===== src/hw/sps_pkg.sv =====
// Purpose: shared constants and types for the standby pin-state controller
// Assumes: apb slave, 32-bit data, one aligned word per register
// Notes: one lane per port pin; lanes below INT_LANES carry ext interrupts
`default_nettype none
package sps_pkg;
	localparam int NPINS = 8;
	localparam int INT_LANES = 4;
	// ---------------------------------------------------------------
	// register offsets (byte addresses)
	// ---------------------------------------------------------------
	localparam logic [7:0] OFF_STBY = 8'h00;
	localparam logic [7:0] OFF_DATA = 8'h04;
	localparam logic [7:0] OFF_DIR = 8'h08;
	localparam logic [7:0] OFF_FSEL = 8'h0C;
	localparam logic [7:0] OFF_PULL = 8'h10;
	localparam logic [7:0] OFF_IREN = 8'h14;
	localparam logic [7:0] OFF_ANEN = 8'h18;
	localparam logic [7:0] OFF_PIN = 8'h1C;
	localparam logic [7:0] OFF_STAT = 8'h20;
	// ---------------------------------------------------------------
	// standby register fields and reset values
	// ---------------------------------------------------------------
	localparam int STBY_SEL_BIT = 0;
	localparam int STBY_MODE_LSB = 4;
	localparam logic [7:0] RST_BYTE = 8'h00;
	localparam logic [1:0] RST_MODE = 2'h0;
	localparam logic [31:0] RST_WORD = 32'h0000_0000;

	typedef enum logic [1:0] {
		SPS_RUN = 2'b00,
		SPS_SLEEP = 2'b01,
		SPS_STOP = 2'b10,
		SPS_WATCH = 2'b11
	} sps_mode_t;

	// pad-facing bundle for one pin
	typedef struct packed {
		logic out;
		logic oe;
		logic pull_en;
		logic ie;
	} sps_pad_t;
endpackage
`default_nettype wire


===== src/hw/sps_lane.sv =====
// Purpose: pin-state logic of one port lane
// Assumes: mode and select are registered in the parent
// Notes: combinational; parent registers the pad outputs
`default_nettype none
module sps_lane #(
	parameter bit HAS_INT = 1'b0,
	parameter bit HAS_ANA = 1'b0
) (
	input wire sps_pkg::sps_mode_t mode, // operating mode
	input wire logic sel, // standby pin-state select
	input wire logic in_reset, // reset window after release
	input wire logic gpio_out, // port data
	input wire logic gpio_dir, // 1 = output
	input wire logic fsel, // 1 = peripheral owns pin
	input wire logic periph_out, // peripheral output
	input wire logic periph_oe, // peripheral drive enable
	input wire logic pull, // pull-up setting
	input wire logic irq_en, // ext interrupt request enable
	input wire logic ana_en, // analog input select
	input wire logic held_out, // last driven value
	input wire logic held_oe, // last drive enable
	input wire logic pad_in, // pad level
	output sps_pkg::sps_pad_t pad, // next pad controls
	output logic gate_in, // gated input to logic
	output logic irq_in // gated input to interrupt
);
	import sps_pkg::*;
	logic standby;
	logic ie;
	// ---------------------------------------------------------------
	// per-mode pad control
	// ---------------------------------------------------------------
	always_comb begin
		standby = (mode == SPS_STOP) || (mode == SPS_WATCH);
		pad = '0;
		ie = 1'b0;
		if (in_reset) begin
			// analog pins blocked, digital pins enabled but unused
			ie = !HAS_ANA;
		end else if (standby && !sel) begin
			pad.out = held_out;
			pad.oe = held_oe;
		end else if (standby) begin
			pad.pull_en = pull;
		end else begin
			// run and sleep: port or peripheral
			pad.out = fsel ? periph_out : gpio_out;
			pad.oe = fsel ? periph_oe : gpio_dir;
			pad.pull_en = pull & ~pad.oe;
			// analog use disconnects the digital buffer
			ie = !(HAS_ANA && ana_en);
		end
		pad.ie = ie | (HAS_INT && standby && irq_en);
		gate_in = ie & pad_in;
		// interrupt path survives standby when enabled
		irq_in = HAS_INT && irq_en && pad.ie && pad_in;
	end
endmodule
`default_nettype wire


===== src/hw/sps_top.sv =====
// Purpose: standby pin-state controller with apb registers
// Assumes: pclk 125 MHz, pad inputs synchronous to pclk
// Notes: pads never float by design; board pulls enabled inputs
// Notes on behaviour
// - with select clear in stop or watch, pins hold their last drive and inputs are blocked.
// - with select set in stop or watch, pins go high impedance, inputs blocked, pull-up kept.
// - blocked inputs cut the gate path on every lane; enabled ext interrupt lanes still pass to the irq output.
// - in stop or watch, an ext interrupt-enabled pin below INT_LANES keeps its input buffer connected.
// - an output-port pin follows the same state rules as every other port pin.
// - in reset, digital pins are hi-z with input enabled, analog pins hi-z and blocked.
`default_nettype none
module sps_top (
	input wire logic pclk, // system clock
	input wire logic presetn, // async reset, active low
	input wire logic psel, // apb select
	input wire logic penable, // apb enable
	input wire logic pwrite, // apb write
	input wire logic [7:0] paddr, // apb byte address
	input wire logic [31:0] pwdata, // apb write data
	output logic [31:0] prdata, // apb read data
	output logic pready, // apb ready
	output logic pslverr, // apb error
	input wire logic [sps_pkg::NPINS-1:0] periph_out, // peripheral outputs
	input wire logic [sps_pkg::NPINS-1:0] periph_oe, // peripheral enables
	input wire logic [sps_pkg::NPINS-1:0] pad_in, // pad levels
	output sps_pkg::sps_pad_t [sps_pkg::NPINS-1:0] pad, // pad controls
	output logic [sps_pkg::NPINS-1:0] gate_in, // gated inputs
	output logic [sps_pkg::NPINS-1:0] ext_interrupt_input, // irq inputs
	output logic [sps_pkg::NPINS-1:0] analog_input_en // analog switch
);
	import sps_pkg::*;

	// ---------------------------------------------------------------
	// register state
	// ---------------------------------------------------------------
	logic standby_pin_state_select, next_sel;
	sps_mode_t mode, next_mode;
	logic [NPINS-1:0] data, next_data;
	logic [NPINS-1:0] dir, next_dir;
	logic [NPINS-1:0] fsel, next_fsel;
	logic [NPINS-1:0] pull, next_pull;
	logic [NPINS-1:0] iren, next_iren;
	logic [NPINS-1:0] anen, next_anen;
	logic [NPINS-1:0] held_out, next_held_out;
	logic [NPINS-1:0] held_oe, next_held_oe;
	logic in_reset;
	logic [31:0] next_prdata;
	logic next_pready, next_pslverr;
	sps_pad_t [NPINS-1:0] next_pad;
	logic [NPINS-1:0] next_gate, next_irq, next_anout;
	logic wr, rd, setup;

	// ---------------------------------------------------------------
	// apb decode and register writes
	// ---------------------------------------------------------------
	// no wait state: answer in the cycle after the setup phase
	always_comb begin
		setup = psel && !penable;
		wr = psel && penable && pready && pwrite;
		rd = setup && !pwrite;
		next_sel = standby_pin_state_select;
		next_mode = mode;
		next_data = data;
		next_dir = dir;
		next_fsel = fsel;
		next_pull = pull;
		next_iren = iren;
		next_anen = anen;
		next_prdata = prdata;
		next_pslverr = 1'b0;
		next_pready = setup;
		if (wr) begin
			if (paddr == OFF_STBY) begin
				next_sel = pwdata[STBY_SEL_BIT];
				next_mode = sps_mode_t'(pwdata[STBY_MODE_LSB +: 2]);
			end else if (paddr == OFF_DATA) begin
				next_data = pwdata[NPINS-1:0];
			end else if (paddr == OFF_DIR) begin
				next_dir = pwdata[NPINS-1:0];
			end else if (paddr == OFF_FSEL) begin
				next_fsel = pwdata[NPINS-1:0];
			end else if (paddr == OFF_PULL) begin
				next_pull = pwdata[NPINS-1:0];
			end else if (paddr == OFF_IREN) begin
				next_iren = pwdata[NPINS-1:0];
			end else if (paddr == OFF_ANEN) begin
				next_anen = pwdata[NPINS-1:0];
			end
		end
		// error flagged in the access phase for unmapped or unaligned words and for writes to PIN or STAT
		if (setup) begin
			next_pslverr = (paddr > OFF_STAT) || (paddr[1:0] != 2'b00)
				|| (pwrite && (paddr == OFF_PIN || paddr == OFF_STAT));
		end
		if (rd) begin
			next_prdata = RST_WORD;
			if (paddr == OFF_STBY) begin
				next_prdata[STBY_SEL_BIT] = standby_pin_state_select;
				next_prdata[STBY_MODE_LSB +: 2] = mode;
			end else if (paddr == OFF_DATA) begin
				next_prdata[NPINS-1:0] = data;
			end else if (paddr == OFF_DIR) begin
				next_prdata[NPINS-1:0] = dir;
			end else if (paddr == OFF_FSEL) begin
				next_prdata[NPINS-1:0] = fsel;
			end else if (paddr == OFF_PULL) begin
				next_prdata[NPINS-1:0] = pull;
			end else if (paddr == OFF_IREN) begin
				next_prdata[NPINS-1:0] = iren;
			end else if (paddr == OFF_ANEN) begin
				next_prdata[NPINS-1:0] = anen;
			end else if (paddr == OFF_PIN) begin
				next_prdata[NPINS-1:0] = gate_in;
			end else if (paddr == OFF_STAT) begin
				// live pad drive enables show the block's own state
				for (int i = 0; i < NPINS; i++) begin
					next_prdata[i] = pad[i].oe;
				end
			end
		end
	end

	// ---------------------------------------------------------------
	// capture of the state held through standby
	// ---------------------------------------------------------------
	// sampled from the pads while not in standby, frozen inside it
	always_comb begin
		next_held_out = held_out;
		next_held_oe = held_oe;
		if (mode == SPS_RUN || mode == SPS_SLEEP) begin
			for (int i = 0; i < NPINS; i++) begin
				next_held_out[i] = pad[i].out;
				next_held_oe[i] = pad[i].oe;
			end
		end
	end

	// ---------------------------------------------------------------
	// per-lane pin-state logic
	// ---------------------------------------------------------------
	for (genvar g = 0; g < NPINS; g++) begin : g_lane
		sps_lane #(
			.HAS_INT(g < INT_LANES),
			.HAS_ANA(g < INT_LANES)
		) u_lane (
			.mode(mode),
			.sel(standby_pin_state_select),
			.in_reset(in_reset),
			.gpio_out(data[g]),
			.gpio_dir(dir[g]),
			.fsel(fsel[g]),
			.periph_out(periph_out[g]),
			.periph_oe(periph_oe[g]),
			.pull(pull[g]),
			.irq_en(iren[g]),
			.ana_en(anen[g]),
			.held_out(held_out[g]),
			.held_oe(held_oe[g]),
			.pad_in(pad_in[g]),
			.pad(next_pad[g]),
			.gate_in(next_gate[g]),
			.irq_in(next_irq[g])
		);
		// analog switch only outside reset and standby
		assign next_anout[g] = (g < INT_LANES) && anen[g] && !in_reset
			&& (mode == SPS_RUN || mode == SPS_SLEEP);
	end

	// ---------------------------------------------------------------
	// registers
	// ---------------------------------------------------------------
	// in_reset keeps the reset pin state for one edge after release
	always_ff @(posedge pclk or negedge presetn) begin
		if (!presetn) begin
			standby_pin_state_select <= 1'b0;
			mode <= SPS_RUN;
			data <= RST_BYTE;
			dir <= RST_BYTE;
			fsel <= RST_BYTE;
			pull <= RST_BYTE;
			iren <= RST_BYTE;
			anen <= RST_BYTE;
			held_out <= RST_BYTE;
			held_oe <= RST_BYTE;
			in_reset <= 1'b1;
			prdata <= RST_WORD;
			pready <= 1'b0;
			pslverr <= 1'b0;
			// digital lanes input enabled, analog lanes blocked
			for (int i = 0; i < NPINS; i++) begin
				pad[i] <= '{out: 1'b0, oe: 1'b0, pull_en: 1'b0,
					ie: (i >= INT_LANES)};
			end
			gate_in <= RST_BYTE;
			ext_interrupt_input <= RST_BYTE;
			analog_input_en <= RST_BYTE;
		end else begin
			standby_pin_state_select <= next_sel;
			mode <= next_mode;
			data <= next_data;
			dir <= next_dir;
			fsel <= next_fsel;
			pull <= next_pull;
			iren <= next_iren;
			anen <= next_anen;
			held_out <= next_held_out;
			held_oe <= next_held_oe;
			in_reset <= 1'b0;
			prdata <= next_prdata;
			pready <= next_pready;
			pslverr <= next_pslverr;
			pad <= next_pad;
			gate_in <= next_gate;
			ext_interrupt_input <= next_irq;
			analog_input_en <= next_anout;
		end
	end
endmodule
`default_nettype wire


===== config.mk =====
export PLATFORM = sky130hd
export DESIGN_NAME = sps_top
export DESIGN_NICKNAME = d
export VERILOG_FILES = /design/src/hw/sps_pkg.sv /design/src/hw/sps_lane.sv /design/src/hw/sps_top.sv
export SDC_FILE = /design/constraint.sdc
export NUM_CORES = 1
export LEC_CHECK = 0
export ABC_AREA = 1
export ABC_CLOCK_PERIOD_IN_PS = 1700
export CAP_MARGIN = 20
export CORE_ASPECT_RATIO = 1.5
export CORE_MARGIN = 5
export CORE_UTILIZATION = 58
export CTS_BUF_LIST = sky130_fd_sc_hd__clkbuf_8 sky130_fd_sc_hd__clkbuf_16
export DETAILED_ROUTE_END_ITERATION = 10
export DONT_BUFFER_PORTS = 1
export PLACE_DENSITY = 0.76
export SYNTH_ARGS = -nofsm -noshare
export SYNTH_HDL_FRONTEND = slang
export SYNTH_HIERARCHICAL = 1
export SYNTH_SLANG_ARGS = --single-unit

===== constraint.sdc =====
create_clock -name pclk -period 1.7 [get_ports pclk]
set_input_delay 0.17 -clock pclk [delete_from_list [all_inputs] [get_ports pclk]]
set_output_delay 0.17 -clock pclk [all_outputs]
set_load 0.005 [all_outputs]

==> results.tsv, run 1 <==
stage	metric	value	unit
run_status	status	finished with violations	
run_status	violations	hold timing	
synthesis	synth_top_family_by_area	simple AND/OR/NAND/NOR gates	
floorplanning	dieHeight	138	µm
final_layout	largest_register	pad	
critical_path	timing.rr.start	pready	
timing	min_period_over_period	93.7	%
critical_path	critPathLaunchType	register	
timing	hold_viol_final	130	
critical_path	r2r_cells	4	
floorplanning	die_area	13100	µm²
placement	routabilityCongestion	0.978	
synthesis	post_synth.cell_area_avg	8.40	µm²
timing	period_needed	1.59	ns
synthesis	ys_ff_latch	130	
route	ant_nets	0	
final_layout	final_common_cell	nand2_1	
synthesis	synth_top_area_share	49.7	%
synthesis	synthMuxAreaShare	0	%
clock_network	hold_buffers	17	
final_layout	fin_util	69.0	%
synthesis	synth.area.top_cells	dfrtp_1 50%, nand2_1 13%, inv_1 5.4%, buf_4 4.7%, o21ai_0 4.2%	
clock_network	cts_setup_buffers	0	
final_layout	final_cell_area	7310	µm²
placement	io_buffers	0	
timing	whs	-0.554	ns
route	drc_errors	0	
synthesis	netlist_area	6290	µm²
clock_network	cts_tree	built	
timing	slew_violations	0	
global_routing	grt_first_pass_wirelength	25.9	mm
clock_network	cts-root-buf	clkbuf_16	
synthesis	yosys.area_share.simple	26.8	%
floorplanning	rows	46	
placement	dpl_cell_area	6480	µm²
timing	max_freq	628	MHz
final_layout	drive_gt1_share	16.0	%
clock_network	numCtsBuffers	17	
route	vias	4993	
global_routing	grt_overflow_total	0	
critical_path	worst-setup-path-type	reg2reg	
timing	setup-tns-final	0	ns
critical_path	cp.required	2.00	ns
route	dr.pass1.iters	5	
final_layout	final_cell_mix	210 x nand2_1, 124 x dfrtp_1, 95 x inv_1, 53 x o21ai_0	
final_layout	nets	864	
clock_network	clk_latency	0.42	ns
route	totalWireLength	16.6	mm
placement	hpwlAfterDp	12.0	mm
synthesis	yosysUniqueCellTypes	37	
timing	rsz0062_at_grt	no	
clock_network	ctsResizeCount	0	
floorplanning	ios	159	
clock_network	cts-htree-levels	4	
route	drtIter0Drc	323	
timing	setup_viol	0	
synthesis	synth_adder_area_share	0	%
final_layout	antenna_cells	0	
clock_network	clk_pin_slew_worst_paths	0.06	ns
synthesis	synth_xor_area_share	0	%
global_routing	grt_max_degree	131	
critical_path	worstPathArrival	1.90	ns
floorplanning	die_w	95.0	µm
critical_path	critPathCaptureType	register	
job	drv_cap	0	
final_layout	syn2layout_area_growth	16.3	%
power_and_ir_drop	vdd_ir_drop_max	0.000644	V
synthesis	synth_top_area_cell	dfrtp_1	
clock_network	cts_num_sinks	130	
synthesis	yosysWarnings	6	
floorplanning	core	10600	µm²
global_routing	grt_util_all_layers	27.0	%
global_routing	antenna_found_initial	0	
synthesis	synth_seq_area_share	51.8	%
clock_network	clock_tree.buffer_depth	2	
critical_path	reg2reg_setup_slack	0.11	ns
route	avgRoutedWirePerCell	17.4	µm
synthesis	synth_compound_area_share	9.41	%
timing	clock_skew	0.00894	ns
critical_path	worstPathMaxFanout	16	
power_and_ir_drop	power.density	1020	nW/µm²
synthesis	syn_inst	749	
final_layout	largest_reg_flops	32	
power_and_ir_drop	p_leak	3.70	nW
power_and_ir_drop	fin_total_pwr	7.48	mW
min_path	min_path_type	in2async	
global_routing	grt_pass1_vias	5057	
critical_path	r2r_end	data[7]	
route	vias_per_cell	5.24	
floorplanning	start_util	59.4	%
## power breakdown
| group | total (mW) | leakage, nW | internal [mW] | switching, mW |
|---|---|---|---|---|
| logic | 0.239 | 1.60 | 0.0870 | 0.152 |
| clock network | 4.06 | 0.339 | 2.76 | 1.30 |
| registers | 3.18 | 1.76 | 3.14 | 0.0400 |
## through the flow
| stage | worst slack (ns) | instances |
|---|---|---|
| after global routing | 0.0348 | 952 |
| after detailed placement | 0.0928 | 903 |
| after CTS | 0.146 | 952 |
| final | 0.108 | 952 |
| after floorplan | 0.0427 | 777 |
| after global placement | 0.139 | 903 |
## metal layers
layer	wire [µm]	track usage, %	up-vias	part of all wire (%)
li1	-	-	2355	-
met1	6060	30.7	2401	37
met2	8810	46.5	193	53
met3	1160	8.63	44	7.0
met4	558	11.2	0	3.4
met5	0	0	-	0
## critical path, cell delays in order, from the launching register on
cell	delay [ns]
dfrtp_1	0.38
nand4_1	0.29
nor2_8	0.26
nand2_2	0.23
o21ai_0	0.31
## cell usage after synthesis (all sizes together)
cell type	number
a211oi	1
a21boi	6
a21oi	25
and2	4
buf	44
clkbuf	3
clkinv	1
conb	5
dfrtp	125
dfstp	5
inv	102
nand2	223
nand3	52
nand3b	1
nand4	3
nor2	61
nor2b	4
nor3	4
o211ai	4
o21ai	64
o22ai	3
or2	9
## cell type report
type                       count  area (µm²)
fill                         859        3280
clock inverter                14         219
multi-input combinational    497        2400
inverter                     103         388
clock buffer                  18         439
sequential                   130        3260
timing repair buffer          46         425
tap                          144         180
## worst max path at each step
stage	start	endpoint	cells past startpoint
2_1_floorplan	mode[1]	held_oe[1]	4
3_3_place_gp	paddr[6]	prdata[4]	11
3_5_place_dp	paddr[5]	dir[5]	9
4_1_cts	pready	data[7]	4
5_1_grt	pready	dir[3]	5
6_report	pready	data[7]	4
## cell families (layout without fill, tap and decap cells)
kind of cell,Yosys count,in the layout
compound gates,103,103
buf+inv,150,181
flops,130,130
other cells,5,33
simple gates,361,361
Note: power is estimated with default switching activity, not from simulation.
==> run 2, diff against run 1 <==
- SETUP_SLACK_MARGIN: default -> 0.3
==> run 2 against run 1 <==
Core utilization decreased by 1.9 points. Highest routed layer unchanged. Clock skew hardly changed. Critical endpoint is now dir[2]. The flow still finishes with violations (hold timing). Global-route usage decreased by 0.21 points.
==> results.tsv, run 2 (synthesis results as in run 1) <==
stage	metric	value	unit
route	dr.pass1.iters	5	
timing	setup-tns-final	0	ns
critical_path	worstPathMaxFanout	16	
power_and_ir_drop	p_clk_share	50.1	%
final_layout	final_common_cell	nand2_1	
critical_path	critical-path-top-delay-family	simple AND/OR/NAND/NOR gates	
route	totalWireLength	16.4	mm
timing	min_period_over_period	81.6	%
final_layout	fillCellCount	865	
power_and_ir_drop	power.density	961	nW/µm²
clock_network	numCtsBuffers	17	
route	drtIter0Drc	282	
min_path	min_path_type	in2async	
power_and_ir_drop	p_leak	3.59	nW
final_layout	antenna_cells	0	
clock_network	clock_tree.buffer_depth	2	
run_status	status	finished with violations	
placement	io_buffers	0	
final_layout	largest_register	pad	
placement	routabilityCongestion	0.921	
clock_network	hold_buffers	16	
timing	setup_viol	0	
timing	clock_skew	0.00901	ns
critical_path	worst-setup-path-type	reg2reg	
clock_network	clk_pin_slew_worst_paths	0.06	ns
power_and_ir_drop	power_frac_seq	46.6	%
clock_network	cts-htree-levels	4	
clock_network	cts_tree	built	
clock_network	cts_num_sinks	130	
clock_network	cts-root-buf	clkbuf_16	
final_layout	final_cell_mix	210 x nand2_1, 123 x dfrtp_1, 92 x inv_1, 49 x o21ai_0	
final_layout	drive_gt1_share	15.4	%
critical_path	crit_buf_inv	1	
route	avgRoutedWirePerCell	17.4	µm
floorplanning	die_area	13100	µm²
critical_path	crit_slowest_cell	dfrtp_1	
final_layout	largest_reg_flops	32	
floorplanning	start_util	59.4	%
floorplanning	die_w	95.0	µm
timing	max_freq	721	MHz
global_routing	grt_util_all_layers	26.8	%
timing	period_needed	1.39	ns
run_status	violations	hold timing	
floorplanning	core	10600	µm²
global_routing	antenna_found_initial	0	
critical_path	cp.required	1.98	ns
timing	setup_slack	0.312	ns
route	drc_errors	0	
floorplanning	dieHeight	138	µm
floorplanning	rows	46	
timing	hold_viol_final	130	
critical_path	worst_path_largest_cell_delay	0.37	ns
power_and_ir_drop	p_int	5.26	mW
placement	hpwlAfterDp	11.9	mm
timing	rsz0062_at_grt	yes	
global_routing	grt_max_degree	131	
power_and_ir_drop	swShare	23.1	%
power_and_ir_drop	vdd_ir_drop_max	0.000754	V
final_layout	syn2layout_area_growth	13.1	%
critical_path	critPathCaptureType	register	
route	vias_per_cell	5.24	
timing	whs	-0.555	ns
route	ant_nets	0	
power_and_ir_drop	comb_power_share	3.3	%
critical_path	worstPathArrival	1.67	ns
global_routing	grt_first_pass_wirelength	25.8	mm
route	vias	4932	
floorplanning	ios	159	
job	drv_cap	0	
placement	dp_worst_setup_slack	0.114	ns
power_and_ir_drop	p_switching	1.58	mW
clock_network	clk_latency	0.42	ns
final_layout	fin_util	67.2	%
global_routing	grt_overflow_total	0	
critical_path	critPathLaunchType	register	
final_layout	nets	853	
critical_path	crit_chain	nand4_1 > buf_4 > nor2_8 > nand2_2 > nand2_1 > o21ai_0	
timing	slew_violations	0	
global_routing	grt_pass1_vias	4948	
==> run 2: cell types whose count changed in the layout (fill, tap and decap cells not counted), moves of 2 or more <==
cell        change
buf_12          -2
buf_4          -11
buf_6           +3
bufinv_16       -5
clkinv_2        +2
clkinvlp_4      +4
inv_1           -3
o21ai_0         -4
o21ai_1         +4
==> run 2: timing repair <==
action | in CTS | in global routing
pin swaps | 1 | 0
hold endpoints to repair | 150 | 130
setup endpoints to repair | 40 | 38
resized for setup | 0 | 9
buffers inserted | 1 | 0
==> run 2: through the flow <==
stage	power (mW)	hold WS, ns	instances	area [µm²]
after floorplan	3.41	-0.126	777	6390
after global placement	3.43	-0.122	892	6370
after detailed placement	3.43	-0.122	892	6370
after CTS	6.85	-0.561	941	7100
after global routing	7.02	-0.568	941	7110
final	6.84	-0.555	941	7110
==> run 2: per-layer routing <==
metal  part of all wire (%)  GRT usage, %
met5                      0             0
met4                    3.5          11.7
met3                    6.8          7.10
met2                     53          46.1
met1                     37          31.1
==> run 2: path summary, 6_finish.rpt <==
kind,endpoint,cells after the start,start,slack (ns)
setup / recovery,dir[2],6,pready,0.31
hold / removal,pad[0],0,presetn,-0.56
setup reg to reg,dir[2],6,pready,0.31
hold reg to reg,held_out[4],2,held_out[4],0.49
max in group asynchronous,pad[24],0,presetn,1.98
min in group pclk,pad[31],4,periph_out[7],0.01
==> run 2: cell type report <==
| cell class | instances | area, µm² | share of cell area [%] |
|---|---|---|---|
| sequential | 130 | 3260 | 45.8 |
| tap | 144 | 180 | 2.53 |
| clock buffer | 18 | 439 | 6.17 |
| timing repair buffer | 35 | 327 | 4.59 |
| inverter | 103 | 388 | 5.45 |
| multi-input combinational | 497 | 2400 | 33.8 |
| clock inverter | 14 | 115 | 1.62 |
==> run 2: power groups by stage <==
stage / registers (mW) / logic [mW] / clock network [mW]
6_report: 3.19 / 0.227 / 3.43
5_1_grt: 3.19 / 0.255 / 3.58
2_1_floorplan: 3.23 / 0.189 / 0
3_3_place_gp: 3.24 / 0.186 / 0
4_1_cts: 3.19 / 0.224 / 3.44
3_5_place_dp: 3.24 / 0.193 / 0
==> run 2: worst register-to-register path: cells and delay by family (launching register included) <==
kind / cells / cell delay, ns
simple gates: 4 / 0.61
flops: 1 / 0.37
buf+inv: 1 / 0.17
compound gates: 1 / 0.10
